File: config.mk
export PLATFORM = sky130hd
export DESIGN_NAME = omr_mode_ctl
export DESIGN_NICKNAME = d
export VERILOG_FILES = /design/src/rtl/omr_pkg.sv /design/src/rtl/omr_sync3.sv /design/src/rtl/omr_mode_ctl.sv
export VERILOG_INCLUDE_DIRS = /design/src /design/src/rtl
export SDC_FILE = /design/constraint.sdc
export NUM_CORES = 1
export LEC_CHECK = 0
export BUFFER_PORTS_ARGS = -buffer_cell sky130_fd_sc_hd__buf_2
export CORE_AREA = 4 4 64 125
export DETAILED_ROUTE_END_ITERATION = 6
export DIE_AREA = 0 0 68 129
export PLACE_DENSITY = 0.7
export RECOVER_POWER = 25
export SYNTH_ARGS = -nofsm -noshare
export SYNTH_HDL_FRONTEND = slang
export SYNTH_HIERARCHICAL = 1
export SYNTH_SLANG_ARGS = --single-unit
File: constraint.sdc
create_clock -name hclk -period 1.53 [get_ports hclk]
set_clock_uncertainty 0.05 [all_clocks]
set_input_delay 0.153 -clock hclk [delete_from_list [all_inputs] [get_ports hclk]]
set_output_delay 0.153 -clock hclk [all_outputs]
set_load 0.1 [all_outputs]
File: src/rtl/omr_map.svh
/*
  Constant map of the operating-mode register block: byte offsets, field
  positions, mode encodings, reset values and bus codes.
  Assumes it is included by bare name from files of the omr block.
*/
`ifndef OMR_MAP_SVH
`define OMR_MAP_SVH

// ==========================================================
// register byte offsets (low address bits only)
`define OMR_ADDR_MSB 3
`define OMR_OFS_MODE 4'h0
`define OMR_OFS_PULL 4'h4

// ==========================================================
// operating_mode_control field positions
`define OMR_MODE_SELECT_BIT2 7
`define OMR_MODE_SELECT_BIT0 5
`define OMR_INTERNAL_VISIBILITY_ENABLE 3
`define OMR_EMK 1
`define OMR_EME 0

// ==========================================================
// mode encodings of mode_select_field
`define OMR_M_SSC 3'h0
`define OMR_M_EMN 3'h1
`define OMR_M_STEST 3'h2
`define OMR_M_EMW 3'h3
`define OMR_M_NSC 3'h4
`define OMR_M_NEN 3'h5
`define OMR_M_PERIPH 3'h6
`define OMR_M_NEW 3'h7

// ==========================================================
// pull_control_register fields, reset and masks
`define OMR_PULL_K 7
`define OMR_PULL_E 4
`define OMR_PULL_B 1
`define OMR_PULL_A 0
`define OMR_PULL_RST 8'h00
`define OMR_PULL_IMPL 8'h93
`define OMR_PE_PULL_PINS 8'h9f

// ==========================================================
// bus codes and timing
`define OMR_HTRANS_ACT 1
`define OMR_HSIZE_WORD 3'h2
`define OMR_RD_PAD 24'h000000
`define OMR_INIT_CYCLES 3'h5

`endif

File: src/rtl/omr_pkg.sv
/*
  Types shared by the operating-mode register block.
  Assumes omr_map.svh holds the numeric constants.
*/
package omr_pkg;
  // data-phase state of the bus slave
  typedef enum logic [1:0] {st_idle, st_wr, st_rd_wait, st_rd_done} omr_bus_st_t;
  // three-bit operating mode
  typedef logic [2:0] omr_mode_t;
endpackage

File: src/rtl/omr_sync3.sv
/*
  Three-flop level synchroniser with agreement filter.
  Assumes raw comes from another clock domain or a pin.
*/
`timescale 1ns/1ns
`default_nettype none
module omr_sync3 #(
  parameter int W = 1
) (
  // clock and reset
  input wire logic hclk,
  input wire logic hresetn,
  // asynchronous level in, filtered level out
  input wire logic [W-1:0] raw,
  output logic [W-1:0] level
);
  // ==========================================================
  // chain
  logic [W-1:0] s1_q; // metastable stage, read only by s2
  logic [W-1:0] s2_q;
  logic [W-1:0] s3_q;
  logic [W-1:0] lvl_q;
  logic [W-1:0] agree;

  // only the later two stages are compared
  assign agree = ~(s2_q ^ s3_q);

  // shift the chain, take a bit once stages two and three agree
  always_ff @(posedge hclk or negedge hresetn) begin
    if (!hresetn) begin
      s1_q <= '0;
      s2_q <= '0;
      s3_q <= '0;
      lvl_q <= '0;
    end else begin
      s1_q <= raw;
      s2_q <= s1_q;
      s3_q <= s2_q;
      lvl_q <= (agree & s3_q) | (~agree & lvl_q);
    end
  end

  assign level = lvl_q;
endmodule
`default_nettype wire

File: src/rtl/omr_mode_ctl.sv
/*
  Operating-mode register block: mode field with its write permissions,
  visibility and port emulation controls, pull control, map decode.
  Assumes an AHB-Lite master, static mode strap pins, a secure pin,
  and port direction levels from logic on the same clock.
*/
//
// What this block does
// - report operating mode in three-bit field
// - lowest mode bit set: mode writes ignored
// - special single chip: any write except to 110
// - normal single chip: one write, expanded only
// - special to normal single chip keeps one write
// - secure state blocks all mode writes
// - written changes take effect one cycle later
// - peripheral mode: register inaccessible, reset values apply
// - visibility bit: once, never, anytime by class
// - port K emulation unmaps port K registers outside single chip
// - port E emulation unmaps port E registers outside single chip
// - expanded/peripheral: registers excluded, accesses echoed out
// - pull control read/write anytime when mapped
// - pull enable acts per port, inputs only
`timescale 1ns/1ns
`default_nettype none
`include "omr_map.svh"
module omr_mode_ctl
  import omr_pkg::*;
(
  // clock and reset
  input wire logic hclk,
  input wire logic hresetn,
  // ahb-lite slave
  input wire logic hsel,
  input wire logic [31:0] haddr,
  input wire logic [1:0] htrans,
  input wire logic hwrite,
  input wire logic [2:0] hsize,
  input wire logic [31:0] hwdata,
  input wire logic hready,
  output logic hreadyout,
  output logic hresp,
  output logic [31:0] hrdata,
  // pins
  input wire logic [2:0] mode_strap,
  input wire logic secure_mode,
  // port direction levels, 1 = output
  input wire logic [7:0] port_a_dir,
  input wire logic [7:0] port_b_dir,
  input wire logic [7:0] port_e_dir,
  input wire logic [7:0] port_k_dir,
  // mode and configuration
  output logic [2:0] mode_select_field,
  output logic internal_visibility_enable,
  output logic emulate_port_k_enable,
  output logic emulate_port_e_enable,
  // map decode
  output logic core_regs_mapped,
  output logic port_k_regs_mapped,
  output logic port_e_regs_mapped,
  output logic external_echo,
  // pull activation per pin
  output logic [7:0] pull_active_a,
  output logic [7:0] pull_active_b,
  output logic [7:0] pull_active_e,
  output logic [7:0] pull_active_k
);
  // ==========================================================
  // mode classes
  function automatic logic f_single(input omr_mode_t m);
    f_single = (m == `OMR_M_SSC) || (m == `OMR_M_NSC);
  endfunction

  function automatic logic f_special(input omr_mode_t m);
    f_special = (m == `OMR_M_SSC) || (m == `OMR_M_STEST) || (m == `OMR_M_PERIPH);
  endfunction

  function automatic logic f_emul(input omr_mode_t m);
    f_emul = (m == `OMR_M_EMN) || (m == `OMR_M_EMW);
  endfunction

  // ==========================================================
  // declarations
  logic [2:0] strap_lvl; // filtered strap pins
  logic secure_lvl; // filtered secure pin
  logic [2:0] init_cnt_q; // wait for the strap chain to fill
  logic loaded_q; // mode taken from straps
  omr_mode_t mode_q; // current operating mode
  omr_mode_t mode_d;
  logic internal_visibility_enable_q;
  logic emk_q;
  logic eme_q;
  logic norm_once_q; // write-once already used in normal mode
  logic [7:0] pull_q;
  omr_bus_st_t st_q;
  logic take; // address phase accepted
  logic word_acc; // whole-word access
  logic [`OMR_ADDR_MSB:0] ofs;
  logic sel_mode_q; // data phase targets mode register
  logic sel_pull_q; // data phase targets pull register
  logic wr_pend_q; // write waiting for commit
  logic wr_mode_q;
  logic wr_pull_q;
  logic [7:0] wr_data_q;
  logic commit_mode;
  logic commit_pull;
  logic echo_q;
  logic [31:0] hrdata_q;
  logic [7:0] mode_val;
  logic single;
  logic periph;

  // ==========================================================
  // pin synchronisers
  omr_sync3 #(.W(3)) u_strap_sync (
    .hclk(hclk),
    .hresetn(hresetn),
    .raw(mode_strap),
    .level(strap_lvl)
  );

  omr_sync3 #(.W(1)) u_secure_sync (
    .hclk(hclk),
    .hresetn(hresetn),
    .raw(secure_mode),
    .level(secure_lvl)
  );

  // ==========================================================
  // strap capture after reset release
  // the field follows the strap level every cycle until the count ends, never at reset
  always_ff @(posedge hclk or negedge hresetn) begin
    if (!hresetn) begin
      init_cnt_q <= 3'h0;
      loaded_q <= 1'b0;
    end else if (!loaded_q) begin
      if (init_cnt_q == `OMR_INIT_CYCLES) begin
        loaded_q <= 1'b1;
      end else begin
        init_cnt_q <= init_cnt_q + 3'h1;
      end
    end
  end

  // ==========================================================
  // decode of the current mode
  assign single = f_single(mode_q);
  assign periph = (mode_q == `OMR_M_PERIPH);
  // core registers vanish in expanded and peripheral modes
  assign core_regs_mapped = loaded_q && single;
  // port k: kept in single chip, never in peripheral
  assign port_k_regs_mapped = single || (!periph && !emk_q);
  // port e: kept in single chip, else follows emulation bit
  assign port_e_regs_mapped = single || !eme_q;

  // ==========================================================
  // mode field next value
  always_comb begin
    mode_d = mode_q;
    // secure state and odd modes lock the field
    if (commit_mode && !secure_lvl && !mode_q[0]) begin
      if (!mode_q[2]) begin
        // special single chip or test, never into peripheral
        // entering normal single chip leaves its own write open
        if (wr_data_q[`OMR_MODE_SELECT_BIT2:`OMR_MODE_SELECT_BIT0] != `OMR_M_PERIPH) begin
          mode_d = wr_data_q[`OMR_MODE_SELECT_BIT2:`OMR_MODE_SELECT_BIT0];
        end
      end else if (mode_q == `OMR_M_NSC) begin
        // top bit fixed, only expanded targets
        if (wr_data_q[`OMR_MODE_SELECT_BIT2:`OMR_MODE_SELECT_BIT0] == `OMR_M_NEN ||
            wr_data_q[`OMR_MODE_SELECT_BIT2:`OMR_MODE_SELECT_BIT0] == `OMR_M_NEW) begin
          mode_d = wr_data_q[`OMR_MODE_SELECT_BIT2:`OMR_MODE_SELECT_BIT0];
        end
      end
    end
  end

  // mode register; every target accepted from normal single chip has the low bit set, so the
  // single normal-chip write is used up by the mode itself
  always_ff @(posedge hclk or negedge hresetn) begin
    if (!hresetn) begin
      mode_q <= `OMR_M_SSC;
    end else if (!loaded_q) begin
      mode_q <= strap_lvl;
    end else begin
      mode_q <= mode_d;
    end
  end

  // ==========================================================
  // visibility and emulation bits
  // reset values follow the strapped mode, peripheral included
  always_ff @(posedge hclk or negedge hresetn) begin
    if (!hresetn) begin
      internal_visibility_enable_q <= 1'b0;
      emk_q <= 1'b0;
      eme_q <= 1'b0;
      norm_once_q <= 1'b0;
    end else if (!loaded_q) begin
      internal_visibility_enable_q <= f_emul(strap_lvl) || (strap_lvl == `OMR_M_STEST);
      emk_q <= f_emul(strap_lvl);
      eme_q <= f_emul(strap_lvl);
    end else if (commit_mode) begin
      if (f_special(mode_q)) begin
        // special: all three write anytime
        internal_visibility_enable_q <= wr_data_q[`OMR_INTERNAL_VISIBILITY_ENABLE];
        emk_q <= wr_data_q[`OMR_EMK];
        eme_q <= wr_data_q[`OMR_EME];
      end else if (!f_emul(mode_q) && !norm_once_q) begin
        // normal: visibility and port k once, port e never
        internal_visibility_enable_q <= wr_data_q[`OMR_INTERNAL_VISIBILITY_ENABLE];
        emk_q <= wr_data_q[`OMR_EMK];
        norm_once_q <= 1'b1;
      end
    end
  end

  // ==========================================================
  // pull control register, unimplemented bits stay zero
  always_ff @(posedge hclk or negedge hresetn) begin
    if (!hresetn) begin
      pull_q <= `OMR_PULL_RST;
    end else if (commit_pull) begin
      pull_q <= wr_data_q & `OMR_PULL_IMPL;
    end
  end

  // one enable per port, pulls only on pins set as inputs
  assign pull_active_a = {8{pull_q[`OMR_PULL_A]}} & ~port_a_dir;
  assign pull_active_b = {8{pull_q[`OMR_PULL_B]}} & ~port_b_dir;
  assign pull_active_e = {8{pull_q[`OMR_PULL_E]}} & ~port_e_dir & `OMR_PE_PULL_PINS;
  assign pull_active_k = {8{pull_q[`OMR_PULL_K]}} & ~port_k_dir;

  // ==========================================================
  // bus address phase
  assign ofs = haddr[`OMR_ADDR_MSB:0];
  assign word_acc = (hsize == `OMR_HSIZE_WORD);
  assign take = hsel && hready && htrans[`OMR_HTRANS_ACT];

  // latch target; unmapped registers decode as no target
  always_ff @(posedge hclk or negedge hresetn) begin
    if (!hresetn) begin
      sel_mode_q <= 1'b0;
      sel_pull_q <= 1'b0;
    end else if (take) begin
      sel_mode_q <= word_acc && core_regs_mapped && (ofs == `OMR_OFS_MODE);
      sel_pull_q <= word_acc && core_regs_mapped && (ofs == `OMR_OFS_PULL);
    end else if (hready) begin
      sel_mode_q <= 1'b0;
      sel_pull_q <= 1'b0;
    end
  end

  // accesses to removed registers are flagged for the external bus
  always_ff @(posedge hclk or negedge hresetn) begin
    if (!hresetn) begin
      echo_q <= 1'b0;
    end else begin
      echo_q <= take && !core_regs_mapped &&
                (ofs == `OMR_OFS_MODE || ofs == `OMR_OFS_PULL);
    end
  end
  assign external_echo = echo_q;

  // ==========================================================
  // data-phase state
  // a read waits while a write commits so it sees the new value
  always_ff @(posedge hclk or negedge hresetn) begin
    if (!hresetn) begin
      st_q <= st_idle;
    end else if (take) begin
      st_q <= hwrite ? st_wr : st_rd_wait;
    end else begin
      unique case (st_q)
        st_rd_wait: st_q <= wr_pend_q ? st_rd_wait : st_rd_done;
        st_idle, st_wr, st_rd_done: st_q <= st_idle;
      endcase
    end
  end

  // write data are held one cycle, then committed
  always_ff @(posedge hclk or negedge hresetn) begin
    if (!hresetn) begin
      wr_pend_q <= 1'b0;
      wr_mode_q <= 1'b0;
      wr_pull_q <= 1'b0;
      wr_data_q <= 8'h00;
    end else begin
      wr_pend_q <= (st_q == st_wr);
      wr_mode_q <= (st_q == st_wr) && sel_mode_q;
      wr_pull_q <= (st_q == st_wr) && sel_pull_q;
      if (st_q == st_wr) begin
        wr_data_q <= hwdata[7:0];
      end
    end
  end
  assign commit_mode = wr_mode_q;
  assign commit_pull = wr_pull_q;

  // ==========================================================
  // read data
  // gaps at bits 4 and 2 read as zero
  assign mode_val = {mode_q, 1'b0, internal_visibility_enable_q, 1'b0, emk_q, eme_q};

  always_ff @(posedge hclk or negedge hresetn) begin
    if (!hresetn) begin
      hrdata_q <= 32'h00000000;
    end else if (st_q == st_rd_wait && !wr_pend_q) begin
      if (sel_mode_q) begin
        hrdata_q <= {`OMR_RD_PAD, mode_val};
      end else if (sel_pull_q) begin
        hrdata_q <= {`OMR_RD_PAD, pull_q};
      end else begin
        hrdata_q <= 32'h00000000;
      end
    end
  end

  // stalls until straps load and during the read wait
  assign hreadyout = loaded_q && (st_q != st_rd_wait);
  assign hresp = 1'b0;
  assign hrdata = hrdata_q;

  // ==========================================================
  // outputs
  assign mode_select_field = mode_q;
  assign internal_visibility_enable = internal_visibility_enable_q;
  assign emulate_port_k_enable = emk_q;
  assign emulate_port_e_enable = eme_q;

  // ==========================================================
  // assertions
  property p_odd_lock;
    @(posedge hclk) disable iff (!hresetn)
    loaded_q && mode_q[0] |=> $stable(mode_q);
  endproperty
  a_odd_lock: assert property (p_odd_lock) else $error("odd mode changed");

  property p_no_periph;
    @(posedge hclk) disable iff (!hresetn)
    loaded_q && !periph |=> mode_q != `OMR_M_PERIPH;
  endproperty
  a_no_periph: assert property (p_no_periph) else $error("entered peripheral");

  property p_nsc_top;
    @(posedge hclk) disable iff (!hresetn)
    loaded_q && mode_q == `OMR_M_NSC |=> mode_q[2] && (mode_q == `OMR_M_NSC || mode_q[0]);
  endproperty
  a_nsc_top: assert property (p_nsc_top) else $error("bad normal target");

  property p_secure;
    @(posedge hclk) disable iff (!hresetn)
    loaded_q && secure_lvl && commit_mode |=> $stable(mode_q);
  endproperty
  a_secure: assert property (p_secure) else $error("mode written in secure");

  property p_delay;
    @(posedge hclk) disable iff (!hresetn)
    loaded_q && $changed(mode_q) |-> $past(wr_pend_q) && $past(st_q, 2) == st_wr;
  endproperty
  a_delay: assert property (p_delay) else $error("mode change not delayed");

  property p_periph_read;
    @(posedge hclk) disable iff (!hresetn)
    periph && st_q == st_rd_done |-> hrdata_q == 32'h00000000;
  endproperty
  a_periph_read: assert property (p_periph_read) else $error("peripheral read");

  property p_emul_internal_visibility_enable;
    @(posedge hclk) disable iff (!hresetn)
    loaded_q && f_emul(mode_q) |=> $stable(internal_visibility_enable_q) && $stable(eme_q);
  endproperty
  a_emul_internal_visibility_enable: assert property (p_emul_internal_visibility_enable) else $error("emulation bit written");

  property p_k_map;
    @(posedge hclk) disable iff (!hresetn)
    periph || (!single && emk_q) |-> !port_k_regs_mapped;
  endproperty
  a_k_map: assert property (p_k_map) else $error("port k mapped");

  property p_e_map;
    @(posedge hclk) disable iff (!hresetn)
    single |-> port_e_regs_mapped;
  endproperty
  a_e_map: assert property (p_e_map) else $error("port e unmapped");

  property p_gap_bits;
    @(posedge hclk) disable iff (!hresetn)
    st_q == st_rd_done && sel_mode_q |-> !hrdata_q[4] && !hrdata_q[2];
  endproperty
  a_gap_bits: assert property (p_gap_bits) else $error("gap bit set");

  property p_pull_in;
    @(posedge hclk) disable iff (!hresetn)
    |pull_active_k |-> pull_q[`OMR_PULL_K] && !(|(pull_active_k & port_k_dir));
  endproperty
  a_pull_in: assert property (p_pull_in) else $error("pull on output");

  c_to_nsc: cover property (@(posedge hclk) disable iff (!hresetn)
    loaded_q && !mode_q[2] ##1 mode_q == `OMR_M_NSC);
  c_to_exp: cover property (@(posedge hclk) disable iff (!hresetn)
    mode_q == `OMR_M_NSC ##1 mode_q == `OMR_M_NEW);
  c_secure_blk: cover property (@(posedge hclk) disable iff (!hresetn)
    secure_lvl && commit_mode);
endmodule
`default_nettype wire

# ---- After elaboration in Yosys (flattened, before gate mapping)
# Cells that the tools add are included.
dict set report totals {
  regBits 79
  latch_bits 0
  ramBits 0
  rom_bits 0
  input_bits 110
  output_inout_bits 76
  elab_cells 147
  memories 0
}
dict set report op_classes {
  add_sub_neg 1
  mul 0
  div 0
  n_lt_le_gt_ge 0
  n_eq_ne 25
  shift 0
  muxes 28
  n_bitwise 22
  n_reduce_logical 45
}
# cell n
set ops {}
lappend ops {{8-bit AND} 4}
lappend ops {{8-bit inverter} 4}
lappend ops {{3-bit two-way mux} 6}
lappend ops {{1-bit two-way mux} 17}
lappend ops {{1-bit logical AND} 16}
lappend ops {{8-bit two-way mux} 2}
lappend ops {{3-bit by 2-bit equality test with 1-bit output, second input constant} 5}
lappend ops {{3-bit equality test, second input constant} 5}
lappend ops {{1-bit logical OR} 10}
lappend ops {{1-bit zero test} 9}
lappend ops {{4-bit AND reduction} 2}
lappend ops {{3-bit AND} 2}
lappend ops {{3-bit by 1-bit equality test with 1-bit output, second input constant} 2}
lappend ops {{2-bit by 1-bit != test with 1-bit output, second input constant} 3}
lappend ops {{3-bit by 1-bit != test with 1-bit output, second input constant} 2}
lappend ops {{3-bit by 2-bit != test with 1-bit output, second input constant} 2}
lappend ops {{3-bit inverter} 2}
lappend ops {{2-bit AND reduction} 3}
lappend ops {{2-bit equality test, second input constant} 2}
lappend ops {{4-bit by 3-bit equality test with 1-bit output, second input constant} 1}
lappend ops {{4-bit zero test} 1}
lappend ops {{2-bit two-way mux} 2}
lappend ops {{1-bit inverter} 4}
lappend ops {{2-bit one-hot mux with 2 select lines} 1}
lappend ops {{13 further kinds} 14}

# ---- Logic depth before layout (Yosys ltp)
dict set report logic_depth {
  depth_word 8
  mapped_depth 6
  depth_no_buf 6
}

# ---- By module
# Netlist, hierarchy kept.
# mod n_inst cells_per_inst area_each_um2
set by_module_without_submodules {}
lappend by_module_without_submodules {omr_mode_ctl 1 209 2040.7}
lappend by_module_without_submodules {{omr_sync3 (u_strap_sync)} 1 15 334.1}
lappend by_module_without_submodules {{omr_sync3 (u_secure_sync)} 1 5 111.4}

# ---- Worst setup path before layout
# Ideal clock, no wire load.
dict set report synth_timing {
  path_type {flip-flop to output port}
  from {register mode_q[0] (netlist: mode_select_field[0])}
  to {output port_e_regs_mapped}
  arrival_ns 3.177
  setup_slack_ns -1.850
  path_stages_with_launch 3
  path_buffers 1
  path_cell_list {dfrtp_1 > clkbuf_1 > o21ai_0}
}
dict set report synth_between {
  elab_chain_len 3
  word_cells_on_any_way 4
  classes_between {eq/ne (1); reduce/logical (3)}
}
# element line
set synth_lines {}
lappend synth_lines {{from (decl)} omr_mode_ctl.sv:87} ;# omr_mode_t mode_q;
lappend synth_lines {{from (signal assigned)} omr_mode_ctl.sv:181} ;# mode_q <= `OMR_M_SSC;
lappend synth_lines {{from (signal assigned)} omr_mode_ctl.sv:183} ;# mode_q <= strap_lvl;
lappend synth_lines {{from (signal assigned)} omr_mode_ctl.sv:185} ;# mode_q <= mode_d;
lappend synth_lines {{3-bit equality test (no line) or 3-bit zero test (tied branches)} -}
lappend synth_lines {{1-bit logical OR (*)} omr_mode_ctl.sv:70} ;# f_single = (m == `OMR_M_SSC) || (m == `OMR_M_NSC);
lappend synth_lines {{1-bit logical OR (*)} omr_mode_ctl.sv:153} ;# assign port_e_regs_mapped = single || !eme_q;
lappend synth_lines {{to (decl)} omr_mode_ctl.sv:59} ;# output logic port_e_regs_mapped,
# Every way passes the cells marked *; elsewhere a longest branch is shown, timed or not.

# ---- Worst setup path in the final report
dict set report layout_timing {
  from {register mode_q[1] (netlist: mode_select_field[1])}
  to {output port_k_regs_mapped}
}
dict set report layout_between {
  elab_chain_len 4
  word_cells_on_any_way 7
  classes_between {eq/ne (2); reduce/logical (5)}
}
# element line
set layout_lines {}
lappend layout_lines {{3-bit equality test (no line)} -}
lappend layout_lines {{1-bit zero test} omr_mode_ctl.sv:151} ;# assign port_k_regs_mapped = single || (!periph && !emk_q);
lappend layout_lines {{1-bit logical AND} omr_mode_ctl.sv:151}
lappend layout_lines {{1-bit logical OR (*)} omr_mode_ctl.sv:151}
lappend layout_lines {{to (decl)} omr_mode_ctl.sv:58} ;# output logic port_k_regs_mapped,
# Marks and branches as above.

==> flow_metrics.py <==
metrics = {
    "run_status": {
        "outcome": "complete, but fails checks",
        "violations": "setup timing",
    },
    "worst_hold_path": {
        "min-delay-start": "haddr[2]",
        "hold_depth": 2,
        "hp-class": "input pin to flop",
        "min_to": "sel_mode_q",
    },
    "clock_tree": {
        "clock_latency_ps": 290,
        "cts_tree": "done",
        "clk_transition_reported_paths_ps": 70,
        "cts.htree.levels": 2,
        "cts_root_buf": "clkbuf_16",
        "clock_path_buffers": 2,
        "cts_buffers": 5,
        "cts.sinks": 53,
    },
    "setup_path": {
        "path_class": "flop to primary output",
        "critical-path-top-delay-family": "flip-flops",
        "cp_cell_sequence": "buf_12 -> buf_8 -> o22ai_4 -> buf_12",
        "max_stage_delay_ps": 500,
        "critPathMaxFanout": 3,
        "crit_slowest_cell": "dfrtp_4",
        "critPathLaunch": "mode_select_field[1]",
        "cp.arrival_ps": 1410,
        "path_buf_inv": 3,
        "end_kind": "primary output",
        "required_ps": 1330,
        "rr_startpoint": "mode_select_field[0]",
        "r2r_slack_ps": -70,
        "cp-start-kind": "flop",
        "reg2reg_to": "mode_select_field[0]",
        "reg2reg_depth": 5,
        "cp_common_cell": "buf_12",
    },
    "cells_and_area": {
        "post-route-util": 0.591,
        "design_area_um2": 4140,
        "finalNetCount": 469,
        "n_antenna_cell": 0,
        "final_layout_size_suffix_gt1_frac": 0.547,
        "final_cells": 448,
        "syn2layout_area_growth_pct": 66.4,
    },
    "detailed_routing": {
        "antenna_left": 0,
        "drc": 0,
        "via_per_inst": 4.64,
        "wl_mm": 6.65,
        "dr.pass1.iters": 4,
        "wire_per_inst_um": 14.8,
        "drt-initial-drc-count": 66,
        "num_vias": 2079,
    },
    "synth": {
        "synth_cells": 229,
        "synth_flop_cell": "dfrtp_1",
        "ys_warn_count": 6,
        "synth_area_leader_cell": "dfrtp_1",
        "synth_cell_types": 35,
        "synth.avg_cell_area_um2": 10.9,
        "netlist_area_um2": 2490,
        "yosys-top-cells-count": "dfrtp_1 (53), nor2b_1 (32), buf_4 (28)",
        "synth.most_common_cell": "dfrtp_1",
        "synth_edf_count": 0,
        "synth.yosys.seq_area_share": 0.533,
        "synth-seq-cells": 53,
        "synth_top_cell_area_share": 0.533,
        "async_flop_share": 1.00,
        "synthTopCellsByArea": "dfrtp_1 (53%), buf_4 (8.5%), nor2b_1 (8.1%)",
    },
    "sta": {
        "max_slew_margin": 0.559,
        "min_period_ps": 1620,
        "hold_violations": 0,
        "worst_slack_ps": -86.5,
        "whs_ps": 13.1,
        "max_freq_ghz": 0.619,
        "setup_viol": 6,
        "slew_violations": 0,
        "tightest_slew_ps": 661,
        "rsz0062_at_grt": "yes",
        "post-route-period-util": 1.06,
    },
    "floorplan": {
        "start_util": 0.355,
        "fp.dieW_um": 68,
        "die-area_um2": 8770,
        "ios": 186,
        "die-height_um": 129,
        "rows": 43,
        "design.core.area_um2": 6990,
    },
    "global_routing": {
        "grt_pass1_wl_mm": 10.2,
        "grtUsageTotal": 0.157,
        "grt_pass1_vias": 2140,
        "grt_start_max_net_pins": 50,
        "grt_overflow_total": 0,
        "antenna_found_initial": 0,
    },
    "job": {
        "drv_cap": 0,
    },
    "power_and_ir_drop": {
        "max-vdd-ir-drop_mv": 0.656,
        "finalPower_mw": 4.80,
        "p_leak_nw": 1.95,
        "pwr_density_cell_nw_per_um2": 1160,
    },
    "place": {
        "dpl.hpwl_mm": 5.29,
        "place_area_um2": 3820,
        "place_congestion": 0.773,
        "port_buffers": 101,
        "dpl.cell_count": 433,
    },
}
[worst max path at each step]
stage,slack [ps],to,cells past startpoint
after floorplan,-340,port_e_regs_mapped,2
after global placement,-50,mode_select_field[0],5
after detailed placement,-60,mode_select_field[0],5
after CTS,-110,port_k_regs_mapped,4
after global routing,-130,mode_select_field[0],5
final,-90,port_k_regs_mapped,4
[cell usage in the layout (no fill, tap or decap), drive strengths merged, types with 2 or more instances in the layout]
cell	instances
o21ai	7
and3	2
buf	119
ha	2
nor2	10
a21oi	10
o22ai	5
conb	28
dlygate4sd3	6
nor2b	32
a31oi	2
inv	10
nor3b	2
clkbuf	9
or4	2
o31ai	2
nand3	6
and2	3
dfrtp	53
mux2	14
xnor2	2
nand2b	6
maj3	4
nand2	11
mux2i	4
[logic make-up after synthesis]
logic type               synth area share
AO/OA/AOI/OAI                      0.0750
XOR/XNOR                          0.00705
adder cells (fa/ha/maj)            0.0282
buffers and inverters               0.107
flip-flops                          0.533
multiplexers                       0.0795
other                             0.00151
AND/OR/NAND/NOR                     0.168
[where the power goes]
group          internal, mW  total, mW  switching [mW]
sequential             1.60       1.79           0.186
combinational         0.492       1.73            1.23
clock                 0.817       1.29           0.468
[per-layer routing]
layer | GRT usage | part of all wire
met1 | 0.146 | 0.31
met2 | 0.294 | 0.55
met3 | 0.0480 | 0.099
met4 | 0.0739 | 0.034
met5 | 0 | 0
[per-stage QoR]
stage / setup slack (ps) / TNS (ps)
after detailed placement: -63.3 / -191
after CTS: -107 / -317
after global placement: -48.7 / -146
after floorplan: -341 / -1120
after global routing: -125 / -718
final: -86.5 / -323
[state kept, by name, summed over array words and instances (netlist names), named ones only]
| register | count |
|---|---|
| u_strap_sync/s3_q | 3 |
| norm_once_q | 1 |
| emulate_port_k_enable | 1 |
| st_q | 2 |
| wr_pend_q | 1 |
| init_cnt_q | 3 |
| u_secure_sync/s3_q | 1 |
| u_secure_sync/s1_q | 1 |
| sel_mode_q | 1 |
| u_secure_sync/s2_q | 1 |
| u_strap_sync/s1_q | 3 |
| commit_mode | 1 |
| pull_q | 4 |
| commit_pull | 1 |
| u_strap_sync/s2_q | 3 |
| emulate_port_e_enable | 1 |
| external_echo | 1 |
| internal_visibility_enable | 1 |
| mode_select_field | 3 |
| hrdata | 7 |
| wr_data_q | 7 |
| sel_pull_q | 1 |
| loaded_q | 1 |
[cell type report]
class                           count  area, um^2
Multi-Input combinational cell    160        1190
Fill cell                         578        2860
Tap cell                           90         113
Timing Repair Buffer              127        1280
Sequential cell                    53        1340
Inverter                           10        40.0
Clock inverter                      1        30.0
Clock buffer                        7         143
[repair_timing]
item | in CTS | in global routing
hold buffers | 6 | 0
resized for setup | 11 | 11
hold endpoints to repair | 58 | 0
gates cloned | 0 | 0
setup buffers | 1 | 0
pin swaps | 3 | 3
setup endpoints to repair | 9 | 10
Power figures use the tool's default switching activity.
